--- config.mk ---
export PLATFORM = sky130hd
export DESIGN_NAME = pss_sequencer
export DESIGN_NICKNAME = d
export VERILOG_FILES = /design/src/pss_pkg.sv /design/src/pss_sequencer.sv /design/src/pss_debounce.sv
export SDC_FILE = /design/constraint.sdc
export NUM_CORES = 1
export LEC_CHECK = 0
export BUFFER_PORTS_ARGS = -buffer_cell sky130_fd_sc_hd__buf_2
export CORE_MARGIN = 10
export CORE_UTILIZATION = 60
export CTS_CLUSTER_DIAMETER = 100
export CTS_CLUSTER_SIZE = 24
export DETAILED_ROUTE_END_ITERATION = 16
export GPL_ROUTABILITY_DRIVEN = 0
export PLACE_DENSITY = 0.85
export SYNTH_ARGS = -nofsm -noshare
export SYNTH_HDL_FRONTEND = slang
export SYNTH_SLANG_ARGS = --single-unit
--- constraint.sdc ---
create_clock -name i_clock -period 3 [get_ports i_clock]
set_input_delay 0.75 -clock i_clock [delete_from_list [all_inputs] [get_ports i_clock]]
set_output_delay 0.75 -clock i_clock [all_outputs]
set_load 0.01 [all_outputs]
--- src/pss_pkg.sv ---
package pss_pkg;

  // ==========================================================================
  // Clock rates and derived tick dividers
  localparam int CLK_HZ  = 100_000_000;
  localparam int RTC_HZ  = 32_768;
  localparam int PCI_HZ  = 33_333_333;
  localparam int RTC_DIV = CLK_HZ / RTC_HZ;
  localparam int PCI_DIV = CLK_HZ / PCI_HZ;
  localparam int DIV_W   = 12;

  // ==========================================================================
  // Times in their own units and cycle counts derived from them
  localparam int DEBOUNCE_MS    = 16;
  localparam int DEBOUNCE_CYC   = DEBOUNCE_MS * (CLK_HZ / 1_000);
  localparam int OVERRIDE_S     = 4;
  localparam int OVERRIDE_CYC   = OVERRIDE_S * CLK_HZ;
  localparam int CLK_VALID_US   = 500;
  localparam int CLK_VALID_CYC  = CLK_VALID_US * (CLK_HZ / 1_000_000);
  // Bus reset release aims at the middle of the 0.9 to 1.1 ms window
  localparam int POK_RELEASE_US = 1_000;
  localparam int POK_CYC        = POK_RELEASE_US * (CLK_HZ / 1_000_000);
  localparam int TIMER_W        = 32;

  // ==========================================================================
  // Tick counts; n ticks after an arbitrary event land within (n-1, n] periods
  localparam int TICK_W           = 4;
  localparam int RTC_RSM_TICKS    = 2;
  localparam int RTC_SUS_TICKS    = 1;
  localparam int RTC_BUSRST_TICKS = 3;
  localparam int RTC_S3_TICKS     = 2;
  localparam int RTC_S5_TICKS     = 2;
  localparam int RTC_WAKE_TICKS   = 3;
  localparam int RTC_S5EXIT_TICKS = 3;
  localparam int PCI_STOP_TICKS   = 2;
  localparam int PCI_SLP_TICKS    = 2;

  // ==========================================================================
  // Configuration register
  localparam logic [7:0] CFG_ADDR    = 8'ha2;
  localparam logic [7:0] CFG_RESET   = 8'h00;
  localparam int         BIT_POK_FLR = 0;
  localparam int         BIT_BTN_STS = 1;
  localparam int         BIT_OVR_STS = 2;
  localparam int         BIT_SCI_EN  = 3;
  localparam int         BIT_REBOOT  = 4;

  // ==========================================================================
  // Types
  typedef enum logic [1:0] {
    SLEEP_S1,
    SLEEP_S3,
    SLEEP_S5
  } pss_sleep_t;

  typedef struct packed {
    logic suspend_ram_ctrl_n;
    logic soft_off_ctrl_n;
    logic suspend_status_n;
    logic bus_reset_n;
    logic processor_sleep_n;
    logic processor_clock_stop_n;
    logic processor_reset_n;
    logic strap_valid;
  } pss_pins_t;

  localparam pss_pins_t PINS_RESET = '0;

endpackage

--- src/pss_sequencer.sv ---
// Overview of operation
// - Latch power-ok failure; reboot on resume
// - Debounce front button over 16 ms
// - Standby good: sleep controls, bus reset active
// - Resume reset release: controls inactive 1-4 RTC
// - Bus reset held 500 us past clocks
// - Bus reset released 0.9-1.1 ms after power-ok
// - Hub handshake: first cycle, then second
// - Clock-stop released 1-4 PCI after bus reset
// - Straps valid from bus reset release until second cycle
// - Processor reset released by second cycle
// - Processor sleep within 8 PCI of grant
// - Suspend status, bus reset, suspend-RAM order
// - Soft-off 1-2 RTC after suspend-RAM
// - Soft-off exit: suspend-RAM 2-3 RTC later
// - Wake: suspend-RAM released 2-3 RTC later
// - Button press wakes from S1 to S5
// - Running press raises SCI if enabled, else SMI
// - Four-second hold forces soft-off
`timescale 1ns/10ps
`default_nettype none

module pss_sequencer #(
  parameter int DEBOUNCE_CYC  = pss_pkg::DEBOUNCE_CYC,
  parameter int OVERRIDE_CYC  = pss_pkg::OVERRIDE_CYC,
  parameter int CLK_VALID_CYC = pss_pkg::CLK_VALID_CYC,
  parameter int POK_CYC       = pss_pkg::POK_CYC,
  parameter int RTC_DIV       = pss_pkg::RTC_DIV,
  parameter int PCI_DIV       = pss_pkg::PCI_DIV
) (
  input  wire logic                i_clock,
  input  wire logic                i_resetn,
  input  wire logic                i_resume_well_reset_n,
  input  wire logic                i_main_power_ok,
  input  wire logic                i_clocks_valid,
  input  wire logic                i_front_button_n,
  input  wire logic                i_hub_cycle_two,
  input  wire logic                i_wake_event,
  input  wire logic                i_stop_grant,
  input  wire logic                i_sleep_req,
  input  wire logic [1:0]          i_sleep_type,
  input  wire logic [7:0]          i_cfg_addr,
  input  wire logic                i_cfg_write,
  input  wire logic [7:0]          i_cfg_wdata,
  output logic      [7:0]          o_cfg_rdata,
  output pss_pkg::pss_pins_t       o_ctrl,
  output logic                     o_hub_cycle_one,
  output logic                     o_sci,
  output logic                     o_smi
);

  initial begin
    if (RTC_DIV < 2 || RTC_DIV >= (1 << pss_pkg::DIV_W) || PCI_DIV < 2
        || PCI_DIV >= RTC_DIV || POK_CYC < 2 || CLK_VALID_CYC < 2
        || OVERRIDE_CYC < 2) begin
      $error("pss_sequencer: unsupported timing parameters");
    end
  end

  typedef enum logic [4:0] {
    ST_RSM,
    ST_RSM_EXIT,
    ST_CORE_WAIT,
    ST_BUS_ON,
    ST_HUB_WAIT,
    ST_RUN,
    ST_STOP,
    ST_PROCESSOR_SLEEP_N,
    ST_S1,
    ST_SUSST,
    ST_BUSRST,
    ST_S3ENT,
    ST_S3,
    ST_S5,
    ST_S5_EXIT,
    ST_WAKE
  } pss_state_t;

  localparam int NSYNC = 6;
  // Button pin idles high, the other pins idle low
  localparam logic [NSYNC-1:0] SYNC_IDLE = 6'h08;

  function automatic logic reached(input logic [pss_pkg::TICK_W-1:0] cnt,
                                   input int limit);
    reached = (cnt >= pss_pkg::TICK_W'(limit));
  endfunction

  // ==========================================================================
  // Pin synchronisers
  logic [NSYNC-1:0] sync1_r;
  logic [NSYNC-1:0] sync2_r;

  always_ff @(posedge i_clock or negedge i_resetn) begin
    if (!i_resetn) begin
      sync1_r <= SYNC_IDLE;
      sync2_r <= SYNC_IDLE;
    end else begin
      sync1_r <= {i_wake_event, i_hub_cycle_two, i_front_button_n,
                  i_clocks_valid, i_main_power_ok, i_resume_well_reset_n};
      sync2_r <= sync1_r;
    end
  end

  logic rsm_ok;
  logic pok;
  logic clk_ok;
  logic button_raw_n;
  logic cyc2;
  logic wake_in;

  assign rsm_ok       = sync2_r[0];
  assign pok          = sync2_r[1];
  assign clk_ok       = sync2_r[2];
  assign button_raw_n = sync2_r[3];
  assign cyc2         = sync2_r[4];
  assign wake_in      = sync2_r[5];

  // ==========================================================================
  // RTC and PCI tick enables
  logic [pss_pkg::DIV_W-1:0] rtc_div_r;
  logic [pss_pkg::DIV_W-1:0] pci_div_r;
  logic                      rtc_tick;
  logic                      pci_tick;

  assign rtc_tick = (rtc_div_r == pss_pkg::DIV_W'(RTC_DIV - 1));
  assign pci_tick = (pci_div_r == pss_pkg::DIV_W'(PCI_DIV - 1));

  always_ff @(posedge i_clock or negedge i_resetn) begin
    if (!i_resetn) begin
      rtc_div_r <= '0;
      pci_div_r <= '0;
    end else if (!rsm_ok) begin
      rtc_div_r <= '0;
      pci_div_r <= '0;
    end else begin
      rtc_div_r <= rtc_tick ? '0 : rtc_div_r + 1'b1;
      pci_div_r <= pci_tick ? '0 : pci_div_r + 1'b1;
    end
  end

  // ==========================================================================
  // Front button: debounce, press edge, long-hold override
  logic                       button_n;
  logic                       button_d_r;
  logic                       press;
  logic [pss_pkg::TIMER_W-1:0] hold_cnt_r;
  logic                       override;

  pss_debounce #(
    .CYC (DEBOUNCE_CYC)
  ) u_debounce (
    .i_clock  (i_clock),
    .i_resetn (i_resetn),
    .i_clear  (!rsm_ok),
    .i_raw    (button_raw_n),
    .o_level  (button_n)
  );

  assign press    = button_d_r && !button_n;
  assign override = (hold_cnt_r == pss_pkg::TIMER_W'(OVERRIDE_CYC - 1));

  // Hold counter, one pulse per hold
  always_ff @(posedge i_clock or negedge i_resetn) begin
    if (!i_resetn) begin
      button_d_r <= 1'b1;
      hold_cnt_r <= '0;
    end else begin
      button_d_r <= button_n;
      if (button_n || !rsm_ok) begin
        hold_cnt_r <= '0;
      end else if (hold_cnt_r != pss_pkg::TIMER_W'(OVERRIDE_CYC)) begin
        hold_cnt_r <= hold_cnt_r + 1'b1;
      end
    end
  end

  // ==========================================================================
  // Power-ok and clocks-valid timers, cleared while their input is low
  logic [pss_pkg::TIMER_W-1:0] pok_cnt_r;
  logic [pss_pkg::TIMER_W-1:0] clk_cnt_r;
  logic                        pok_done;
  logic                        clk_done;

  assign pok_done = (pok_cnt_r >= pss_pkg::TIMER_W'(POK_CYC - 1));
  assign clk_done = (clk_cnt_r >= pss_pkg::TIMER_W'(CLK_VALID_CYC - 1));

  always_ff @(posedge i_clock or negedge i_resetn) begin
    if (!i_resetn) begin
      pok_cnt_r <= '0;
      clk_cnt_r <= '0;
    end else begin
      pok_cnt_r <= !pok ? '0 : (pok_done ? pok_cnt_r : pok_cnt_r + 1'b1);
      clk_cnt_r <= !clk_ok ? '0 : (clk_done ? clk_cnt_r : clk_cnt_r + 1'b1);
    end
  end

  // ==========================================================================
  // Sequencer state machine
  pss_state_t                 state_r;
  pss_state_t                 state_nxt;
  logic [pss_pkg::TICK_W-1:0] tick_cnt_r;
  pss_pkg::pss_sleep_t        target_r;
  logic                       core_on;
  logic                       pok_fail;
  logic                       sci_en;
  logic                       flag_set;

  assign core_on  = (state_r == ST_BUS_ON) || (state_r == ST_HUB_WAIT)
                 || (state_r == ST_RUN) || (state_r == ST_STOP)
                 || (state_r == ST_PROCESSOR_SLEEP_N) || (state_r == ST_S1);
  assign pok_fail = core_on && !pok;

  always_comb begin
    state_nxt = state_r;
    case (state_r)
      ST_RSM: begin
        state_nxt = ST_RSM_EXIT;
      end
      ST_RSM_EXIT: begin
        if (reached(tick_cnt_r, pss_pkg::RTC_RSM_TICKS)) begin
          state_nxt = ST_CORE_WAIT;
        end
      end
      ST_CORE_WAIT: begin
        if (pok_done && clk_done) begin
          state_nxt = ST_BUS_ON;
        end
      end
      ST_BUS_ON: begin
        if (reached(tick_cnt_r, pss_pkg::PCI_STOP_TICKS)) begin
          state_nxt = ST_HUB_WAIT;
        end
      end
      ST_HUB_WAIT: begin
        if (cyc2) begin
          state_nxt = ST_RUN;
        end
      end
      ST_RUN: begin
        if (i_sleep_req) begin
          state_nxt = ST_STOP;
        end
      end
      ST_STOP: begin
        if (i_stop_grant) begin
          state_nxt = ST_PROCESSOR_SLEEP_N;
        end
      end
      ST_PROCESSOR_SLEEP_N: begin
        if (reached(tick_cnt_r, pss_pkg::PCI_SLP_TICKS)) begin
          state_nxt = (target_r == pss_pkg::SLEEP_S1) ? ST_S1 : ST_SUSST;
        end
      end
      ST_S1: begin
        if (press || wake_in) begin
          state_nxt = ST_RUN;
        end
      end
      ST_SUSST: begin
        if (reached(tick_cnt_r, pss_pkg::RTC_BUSRST_TICKS)) begin
          state_nxt = ST_BUSRST;
        end
      end
      ST_BUSRST: begin
        if (reached(tick_cnt_r, pss_pkg::RTC_S3_TICKS)) begin
          state_nxt = (target_r == pss_pkg::SLEEP_S5) ? ST_S3ENT : ST_S3;
        end
      end
      ST_S3ENT: begin
        if (reached(tick_cnt_r, pss_pkg::RTC_S5_TICKS)) begin
          state_nxt = ST_S5;
        end
      end
      ST_S3: begin
        if (press || wake_in) begin
          state_nxt = ST_WAKE;
        end
      end
      // Wake from soft-off by button only
      ST_S5: begin
        if (press) begin
          state_nxt = ST_S5_EXIT;
        end
      end
      ST_S5_EXIT: begin
        if (reached(tick_cnt_r, pss_pkg::RTC_S5EXIT_TICKS)) begin
          state_nxt = ST_CORE_WAIT;
        end
      end
      ST_WAKE: begin
        if (reached(tick_cnt_r, pss_pkg::RTC_WAKE_TICKS)) begin
          state_nxt = ST_CORE_WAIT;
        end
      end
      default: begin
        state_nxt = ST_RSM;
      end
    endcase
    // Main power lost while the core should be up: fall back to waiting
    if (pok_fail) begin
      state_nxt = ST_CORE_WAIT;
    end
    // Override skips software and the stop-grant wait
    if (override && (core_on || state_r == ST_CORE_WAIT)) begin
      state_nxt = ST_SUSST;
    end
    // Resume reset forces every control active except processor sleep and strap-valid
    if (!rsm_ok) begin
      state_nxt = ST_RSM;
    end
  end

  // Tick counter restarts on each state change
  always_ff @(posedge i_clock or negedge i_resetn) begin
    if (!i_resetn) begin
      state_r    <= ST_RSM;
      tick_cnt_r <= '0;
    end else begin
      state_r <= state_nxt;
      if (state_nxt != state_r || !rsm_ok) begin
        tick_cnt_r <= '0;
      end else if (state_r == ST_BUS_ON || state_r == ST_PROCESSOR_SLEEP_N) begin
        if (pci_tick && !reached(tick_cnt_r, pss_pkg::PCI_STOP_TICKS + 1)) begin
          tick_cnt_r <= tick_cnt_r + 1'b1;
        end
      end else if (rtc_tick && !reached(tick_cnt_r, pss_pkg::RTC_WAKE_TICKS + 1)) begin
        tick_cnt_r <= tick_cnt_r + 1'b1;
      end
    end
  end

  // Sleep target captured with the request; override always means soft-off
  always_ff @(posedge i_clock or negedge i_resetn) begin
    if (!i_resetn) begin
      target_r <= pss_pkg::SLEEP_S3;
    end else if (override && (core_on || state_r == ST_CORE_WAIT)) begin
      target_r <= pss_pkg::SLEEP_S5;
    end else if (state_r == ST_RUN && i_sleep_req) begin
      if (i_sleep_type == 2'(pss_pkg::SLEEP_S1)) begin
        target_r <= pss_pkg::SLEEP_S1;
      end else if (i_sleep_type == 2'(pss_pkg::SLEEP_S3)) begin
        target_r <= pss_pkg::SLEEP_S3;
      end else begin
        target_r <= pss_pkg::SLEEP_S5;
      end
    end
  end

  // ==========================================================================
  // Pin outputs, registered from the next state
  pss_pkg::pss_pins_t pins_nxt;

  always_comb begin
    pins_nxt = PINS_ACTIVE_NONE();
    case (state_nxt)
      ST_RSM, ST_RSM_EXIT: begin
        pins_nxt = pss_pkg::PINS_RESET;
        pins_nxt.processor_sleep_n = 1'b1;
      end
      ST_CORE_WAIT, ST_S5_EXIT, ST_WAKE: begin
        pins_nxt.bus_reset_n            = 1'b0;
        pins_nxt.processor_clock_stop_n = 1'b0;
        pins_nxt.processor_reset_n      = 1'b0;
      end
      // Straps valid from bus reset release
      ST_BUS_ON: begin
        pins_nxt.processor_clock_stop_n = 1'b0;
        pins_nxt.processor_reset_n      = 1'b0;
        pins_nxt.strap_valid            = 1'b1;
      end
      ST_HUB_WAIT: begin
        pins_nxt.processor_reset_n = 1'b0;
        pins_nxt.strap_valid       = 1'b1;
      end
      ST_STOP: begin
        pins_nxt.processor_clock_stop_n = 1'b0;
      end
      ST_PROCESSOR_SLEEP_N, ST_S1: begin
        pins_nxt.processor_clock_stop_n = 1'b0;
        pins_nxt.processor_sleep_n      = 1'b0;
      end
      ST_SUSST: begin
        pins_nxt = SLEEP_PINS(1'b0, 1'b0, 1'b0);
      end
      ST_BUSRST: begin
        pins_nxt = SLEEP_PINS(1'b1, 1'b0, 1'b0);
      end
      ST_S3ENT, ST_S3: begin
        pins_nxt = SLEEP_PINS(1'b1, 1'b1, 1'b0);
      end
      ST_S5: begin
        pins_nxt = SLEEP_PINS(1'b1, 1'b1, 1'b1);
      end
      default: begin
        pins_nxt = PINS_ACTIVE_NONE();
      end
    endcase
    // Keep suspend-RAM asserted through the soft-off exit delay
    if (state_nxt == ST_S5_EXIT && state_r != ST_CORE_WAIT) begin
      pins_nxt.suspend_ram_ctrl_n = 1'b0;
    end
    if (state_nxt == ST_WAKE) begin
      pins_nxt.suspend_ram_ctrl_n = 1'b0;
      pins_nxt.suspend_status_n   = 1'b0;
    end
  end

  function automatic pss_pkg::pss_pins_t PINS_ACTIVE_NONE();
    PINS_ACTIVE_NONE = '1;
    PINS_ACTIVE_NONE.strap_valid = 1'b0;
  endfunction

  function automatic pss_pkg::pss_pins_t SLEEP_PINS(input logic bus_rst,
                                                    input logic s3,
                                                    input logic s5);
    SLEEP_PINS = '0;
    SLEEP_PINS.suspend_ram_ctrl_n = ~s3;
    SLEEP_PINS.soft_off_ctrl_n    = ~s5;
    SLEEP_PINS.bus_reset_n        = ~bus_rst;
  endfunction

  always_ff @(posedge i_clock or negedge i_resetn) begin
    if (!i_resetn) begin
      o_ctrl <= pss_pkg::PINS_RESET;
    end else begin
      o_ctrl <= pins_nxt;
    end
  end

  // First hub cycle once clock-stop releases
  always_ff @(posedge i_clock or negedge i_resetn) begin
    if (!i_resetn) begin
      o_hub_cycle_one <= 1'b0;
    end else begin
      o_hub_cycle_one <= (state_r == ST_BUS_ON) && (state_nxt == ST_HUB_WAIT);
    end
  end

  // Running press raises SCI or SMI
  always_ff @(posedge i_clock or negedge i_resetn) begin
    if (!i_resetn) begin
      o_sci <= 1'b0;
      o_smi <= 1'b0;
    end else begin
      o_sci <= press && state_r == ST_RUN && sci_en;
      o_smi <= press && state_r == ST_RUN && !sci_en;
    end
  end

  // ==========================================================================
  // Configuration register; hardware set wins over a write-one clear
  logic [7:0] cfg_r;
  logic [7:0] w1c;

  assign w1c      = (i_cfg_write && i_cfg_addr == pss_pkg::CFG_ADDR) ? i_cfg_wdata : '0;
  assign sci_en   = cfg_r[pss_pkg::BIT_SCI_EN];
  assign flag_set = pok_fail;

  always_ff @(posedge i_clock or negedge i_resetn) begin
    if (!i_resetn) begin
      cfg_r <= pss_pkg::CFG_RESET;
    end else begin
      cfg_r[pss_pkg::BIT_POK_FLR] <= flag_set
                                  || (cfg_r[pss_pkg::BIT_POK_FLR] && !w1c[pss_pkg::BIT_POK_FLR]);
      cfg_r[pss_pkg::BIT_BTN_STS] <= (press && state_r == ST_RUN)
                                  || (cfg_r[pss_pkg::BIT_BTN_STS] && !w1c[pss_pkg::BIT_BTN_STS]);
      cfg_r[pss_pkg::BIT_OVR_STS] <= override
                                  || (cfg_r[pss_pkg::BIT_OVR_STS] && !w1c[pss_pkg::BIT_OVR_STS]);
      if (i_cfg_write && i_cfg_addr == pss_pkg::CFG_ADDR) begin
        cfg_r[pss_pkg::BIT_SCI_EN] <= i_cfg_wdata[pss_pkg::BIT_SCI_EN];
      end
      // Resume from S3 with flag set becomes a reboot
      if (state_r == ST_S3 && state_nxt == ST_WAKE && cfg_r[pss_pkg::BIT_POK_FLR]) begin
        cfg_r[pss_pkg::BIT_REBOOT] <= 1'b1;
      end else if (!cfg_r[pss_pkg::BIT_POK_FLR]) begin
        cfg_r[pss_pkg::BIT_REBOOT] <= 1'b0;
      end
    end
  end

  always_ff @(posedge i_clock or negedge i_resetn) begin
    if (!i_resetn) begin
      o_cfg_rdata <= '0;
    end else begin
      o_cfg_rdata <= (i_cfg_addr == pss_pkg::CFG_ADDR) ? (cfg_r & 8'h1f) : '0;
    end
  end

endmodule

`default_nettype wire

--- src/pss_debounce.sv ---
`timescale 1ns/10ps
`default_nettype none

module pss_debounce #(
  parameter int CYC = 1_600_000
) (
  input  wire logic i_clock,
  input  wire logic i_resetn,
  input  wire logic i_clear,
  input  wire logic i_raw,
  output logic      o_level
);

  localparam int W = $clog2(CYC + 1);

  logic [W-1:0] cnt_r;
  logic         level_r;

  initial begin
    if (CYC < 2) begin
      $error("pss_debounce: CYC must be at least 2");
    end
  end

  // ==========================================================================
  // Level moves after the input has differed for CYC cycles, or to high at once on clear
  always_ff @(posedge i_clock or negedge i_resetn) begin
    if (!i_resetn) begin
      cnt_r   <= '0;
      level_r <= 1'b1;
    end else if (i_clear) begin
      cnt_r   <= '0;
      level_r <= 1'b1;
    end else if (i_raw == level_r) begin
      cnt_r <= '0;
    end else if (cnt_r == W'(CYC - 1)) begin
      cnt_r   <= '0;
      level_r <= i_raw;
    end else begin
      cnt_r <= cnt_r + 1'b1;
    end
  end

  assign o_level = level_r;

endmodule

`default_nettype wire

# Word-level counts from Yosys, hierarchy flattened
# Cells that the tools add are included.
[word_totals] in_bits=29 ff_bits=187 output_inout_bits=19 wordCells=201
[op_classes] muxes=57 eq_ne=46 n_lt_le_gt_ge=5 n_reduce_logical=58 add_sub_neg=7
[op_table] op="32-bit 2-to-1 mux" count=6
[op_table] op="32-bit by 1-bit adder with 32-bit output, second input constant" count=3
[op_table] op="5-bit 2-to-1 mux" count=18
[op_table] op="5-bit by 4-bit equality test with 1-bit output, second input constant" count=16
[op_table] op="5-bit case mux with 15 select lines" count=1
[op_table] op="21-bit 2-to-1 mux" count=3
[op_table] op="12-bit 2-to-1 mux" count=4
[op_table] op="5-bit by 3-bit equality test with 1-bit output, second input constant" count=7
[op_table] op="32-bit by 29-bit equality test with 1-bit output, second input constant" count=1
[op_table] op="32-bit by 16-bit greater-or-equal comparator with 1-bit output, second input constant" count=1
[op_table] op="32-bit by 17-bit greater-or-equal comparator with 1-bit output, second input constant" count=1
[op_table] op="32-bit by 29-bit != test with 1-bit output, second input constant" count=1
[op_table] op="12-bit by 1-bit adder with 12-bit output, second input constant" count=2
[op_table] op="21-bit by 1-bit adder with 21-bit output, second input constant" count=1
[op_table] op="21-bit equality test, second input constant" count=1
[op_table] op="5-bit by 2-bit equality test with 1-bit output, second input constant" count=4
[op_table] op="1-bit logical AND" count=18
[op_table] op="4-bit 2-to-1 mux" count=4
[op_table] op="1-bit 2-to-1 mux" count=14
[op_table] op="14-bit OR reduction" count=1
[op_table] op="1-bit logical OR" count=13
[op_table] op="12-bit equality test, second input constant" count=1
[op_table] op="12-bit by 2-bit equality test with 1-bit output, second input constant" count=1
[op_table] op="12-bit OR reduction" count=1
[op_table] op="26 further kinds" count=50

# Depth between registers and ports, before layout
[depth] ltp_word=15 depth_mapped=10 mapped_depth_nobuf=10

# Cells and area by module
# Synthesis repeated with hierarchy kept, for this count alone.
[unflattened] hier_cells=904 area_unflattened_um2=8996.1
[by_module_without_submodules] mod="pss_sequencer" seq_area_each_um2=4134.0 area_per_inst_um2=7857.5 cells_each=788 n_inst=1
[by_module_without_submodules] mod="pss_debounce" seq_area_each_um2=551.8 area_per_inst_um2=1138.6 cells_each=116 n_inst=1

# Worst setup path before layout
# No wires, ideal clock.
[synth_timing] kind="reg2reg" startpoint="register hold_cnt_r[30] (netlist bit)" endpoint="register tick_cnt_r[0] (netlist bit)" path_buffers=0 setup_time_ns=0.094 synth_period_minus_slack_ns=2.712 required_time_ns=2.906 path_slack_ns=0.288 path_stages_with_launch=8 t_arrival_ns=2.618 path_cell_list="dfrtp_1 -> or4b_1 -> or4_4 -> nand4b_4 -> and2_4 -> a2111o_1 -> a32o_2 -> a211oi_1"
[synth_via] elab_chain_cells=8 word_cells_on_any_way=10 classes_between="eq/ne (3); mux (3); reduce/logical (4)"
[synth_lines] element="start, declared" line_no="pss_sequencer.sv:146" text="logic [pss_pkg::TIMER_W-1:0] hold_cnt_r;"
[synth_lines] element="start signal, assigned" line_no="pss_sequencer.sv:172" text="hold_cnt_r <= hold_cnt_r + 1'b1;"
[synth_lines] element="32-bit by 29-bit equality test with 1-bit output (*)" line_no="pss_sequencer.sv:160" text="assign override = (hold_cnt_r == pss_pkg::TIMER_W'(OVERRIDE_CYC - 1));"
[synth_lines] element="1-bit logical AND (*)" line_no="pss_sequencer.sv:304" text="if (override && (core_on || state_r == ST_CORE_WAIT)) begin"
[synth_lines] element="5-bit 2-to-1 mux (*)" line_no="pss_sequencer.sv:304"
[synth_lines] element="5-bit 2-to-1 mux (*)" line_no="pss_sequencer.sv:308" text="if (!rsm_ok) begin"
[synth_lines] element="5-bit != test (*)" line_no="pss_sequencer.sv:320" text="if (state_nxt != state_r || !rsm_ok) begin"
[synth_lines] element="1-bit logical OR (*)" line_no="pss_sequencer.sv:320"
[synth_lines] element="3-bit by 2-bit != test with 1-bit output (no line) / 3-bit nonzero test (equally long branches)"
[synth_lines] element="2-bit AND reduction (no line)"
[synth_lines] element="end signal, assigned" line_no="pss_sequencer.sv:324" text="tick_cnt_r <= tick_cnt_r + 1'b1;"
[synth_lines] element="end signal, assigned" line_no="pss_sequencer.sv:327" text="tick_cnt_r <= tick_cnt_r + 1'b1;"
[synth_lines] element="end, declared" line_no="pss_sequencer.sv:201" text="logic [pss_pkg::TICK_W-1:0] tick_cnt_r;"
# Every way passes the cells marked *; elsewhere a longest branch is shown, timed or not.
# A chain may end at the register's enable or synchronous reset.

# Worst setup path in the final report
[layout_timing] startpoint="register hold_cnt_r[30] (netlist bit)" endpoint="register tick_cnt_r[3] (netlist bit)"
# Same word-level chain as after synthesis.

==> impl_results.md <==
* Reg clk slew, reported paths at 70 ps
* Multi-input logic area at 4150 sq um
* Cells after DPL at 1114
* CTS root buf: clkbuf_16
* Kind of critical path: reg2reg
* Final WL at 18300 um
* Commonest non-fill, non-tap cell in the layout: dfrtp_1
* Worst slack, placed at 96.1 ps
* H-Tree Depth at 4
* Placed inst area at 9510 sq um
* Peak supply drop at 654 uV
* Mapped Cells at 897
* DRC Markers at 0
* Post-synth EDFFs at 0
* Final instance area at 10100 sq um
* HPWL Detailed at 12400 um
* Fillcell total at 1072
* Io pins at 48
* Ys Warns at 0
* Reg area at 4690 sq um
* Final #Nets at 989
* Cell family with most CP delay: simple AND/OR/NAND/NOR gates
* HP Class: in2async
* Vias/cell at 5.83
* Max_cap viols at 0
* Core ar. at 14600 sq um
* Routed WL per cell at 16.0 um
* # port buffers at 40
* Crit share post-route at 0.950
* Area Overhead vs Synth at 12.0%
* First-pass GRT wire length at 31700 um
* Top FF cell, synth: dfrtp_1
* Max_slew headroom at 0.177
* Worst-margin pin slew at 1230 ps
* Vias in the first global route at 6669
* Fin crit period at 2850 ps
* Slowest cell on the critical path: or4_4
* CP cell instances: or4b_1, or4_4, nand4b_4, and2_4, a2111o_1, a32o_2, a211oi_1
* P per Cell Area at 501 nW/um^2
* Most frequent cells in the layout: 182 x dfrtp_1, 105 x nor2_1, 66 x and2_1, 61 x xor2_1, 58 x nand2_1
* Synthesized area per cell at 10.1 sq um
* Initial antenna violation count at 0
* Critical Path End Type: register
* TritonCTS Buffers at 17
* Cell Rows at 44
* FMAX at 351 MHz
* Total GRT Usage at 0.189
* ANT cells at 0
* Max incr delay on CP at 540 ps
* FFs w/ async S/R, synth at 1.00
* Full die area at 20400 sq um
* Die X at 143 um
* Synth unique cells at 73
* Layout cells sized above 1 at 0.122
* Unrepaired setup endpoints after global routing: false
* Final worst-path setup slack at 151 ps
* Grt ovf at 0
* Starting DRT DRC Count at 475
* Final Hold Viols at 0
* Clk buf depth at 2
* CP arrival at 3190 ps
* Initial Util at 0.618
* Bufs and invs on worst path at 0
* Non-filler cells, final at 1146
* Final Max Slew Viols at 0
* Total negative slack at 0 ps
* Setup violators final at 0
* Worst-skew pair later-pin latency at 440 ps
* Clock sink count at 187
* Outcome: finished, final reports clean
* Final Skew at 14.7 ps
* CP max FO at 4
* Final Util at 0.692
* Pleak at 0.00465 uW
* Detailed-route via count at 6677
* Crit path launch type: register
* Drt pass-1 iters at 5
* Number of setup buffers added after CTS at 0
* Cell area after synthesis at 9060 sq um
* Final ANT Viol Nets at 0
* Synth Register Bits at 187
* CTS tree: done
* Data required, critical path at 3340 ps
* Largest net degree at the start of global routing at 74
* Sequential fraction of the synthesis area at 0.517
* Die Y at 143 um
## cell type report
type                       count  share of cell area
tap                          184              0.0227
inverter                      23             0.00852
clock buffer                  19              0.0447
clock inverter                13              0.0152
timing repair buffer          61              0.0374
multi-input combinational    659               0.409
sequential                   187               0.462
## report_power, final
group	switching [uW]	internal, uW
logic	128	69.6
registers	40.8	2550
clock network	990	1290
total	1160	3920
## stage by stage
step / power (uW) / hold WS, ps
after floorplan: 2730 / 331
after global placement: 2830 / 333
after detailed placement: 2840 / 336
after CTS: 5120 / 338
after global routing: 5250 / 353
final: 5080 / 310
## worst register-to-register path: stages (launching register included)
cell	delay (ps)
dfrtp_1	400
or4b_1	530
or4_4	540
nand4b_4	190
and2_4	190
a2111o_1	400
a32o_2	260
a211oi_1	250
## repair_timing
item / 4_1_cts / 5_1_grt
gates resized for setup: 0 / 5
endpoints found under the hold margin: 0 / 0
hold buffers: 0 / 0
setup endpoints to repair: 0 / 5
## state kept, by name (all words and copies together) (netlist names)
name                flops
button_d_r              1
cfg_r                   5
state_r                 5
o_cfg_rdata             5
u_debounce.cnt_r       21
pok_cnt_r              32
sync1_r                 6
rtc_div_r              12
o_hub_cycle_one         1
o_ctrl                  8
pci_div_r              12
target_r                2
clk_cnt_r              32
o_smi                   1
u_debounce.o_level      1
sync2_r                 6
hold_cnt_r             32
tick_cnt_r              4
o_sci                   1
## Yosys cell counts (all sizes together) (3+ instances only)
cell    number  area, sq um
a21o         6         45.0
nand2       58          218
nor3b        4         30.0
a31oi        7         43.8
xor2        61          534
nor3        20          100
or3         13         82.6
o211ai       4         35.0
dfrtp      182         4550
nand4b       7         76.3
nand4       18          113
mux2i        8         80.1
o21ai       21          105
or4          6         48.8
xnor2       31          272
a211o        3         27.5
nand2b       9         56.3
a21boi       5         37.5
buf         12         86.3
nand3       46          230
and4         5         43.8
nor2b       15         93.8
nor4        28          175
a21oi       15         75.1
inv         23         86.3
or4b         3         30.0
and2        67          422
o21a         4         30.0
dfstp        5          131
and3        31          195
clkbuf      19         81.3
a211oi       9         67.6
nor2       105          394
ha          11          138
## cells by family (layout without fill, tap and decap cells)
family / count (synthesis) / in the layout / synth area share
AND/OR/NAND/NOR: 447 / 447 / 0.266
flip-flops: 187 / 187 / 0.517
AO/OA/AOI/OAI: 96 / 96 / 0.0738
XOR/XNOR: 92 / 92 / 0.0890
buffers and inverters: 54 / 116 / 0.0280
adder cells (fa/ha/maj): 11 / 11 / 0.0152
multiplexers: 9 / 9 / 0.0101
other: 1 / 4 / 0.000414
## final timing paths
kind / cells past startpoint / slack, ps / from / endpoint
worst max register to register: 7 / 150 / hold_cnt_r[30] / tick_cnt_r[3]
min in group i_clock: 0 / 360 / sync1_r[1] / sync2_r[1]
worst min register to register: 0 / 360 / sync1_r[1] / sync2_r[1]
max in group asynchronous: 2 / 1910 / i_resetn / sync1_r[3]
worst min-delay path: 1 / 310 / i_resetn / clk_cnt_r[13]
worst max-delay path: 7 / 150 / hold_cnt_r[30] / tick_cnt_r[3]
## metal layers
metal	wire length (um)	GRT usage
met5	0	0
met3	723	0.0431
met2	9120	0.308
met4	308	0.0586
met1	8160	0.247
No activity file was read; power rests on OpenSTA's default activity.
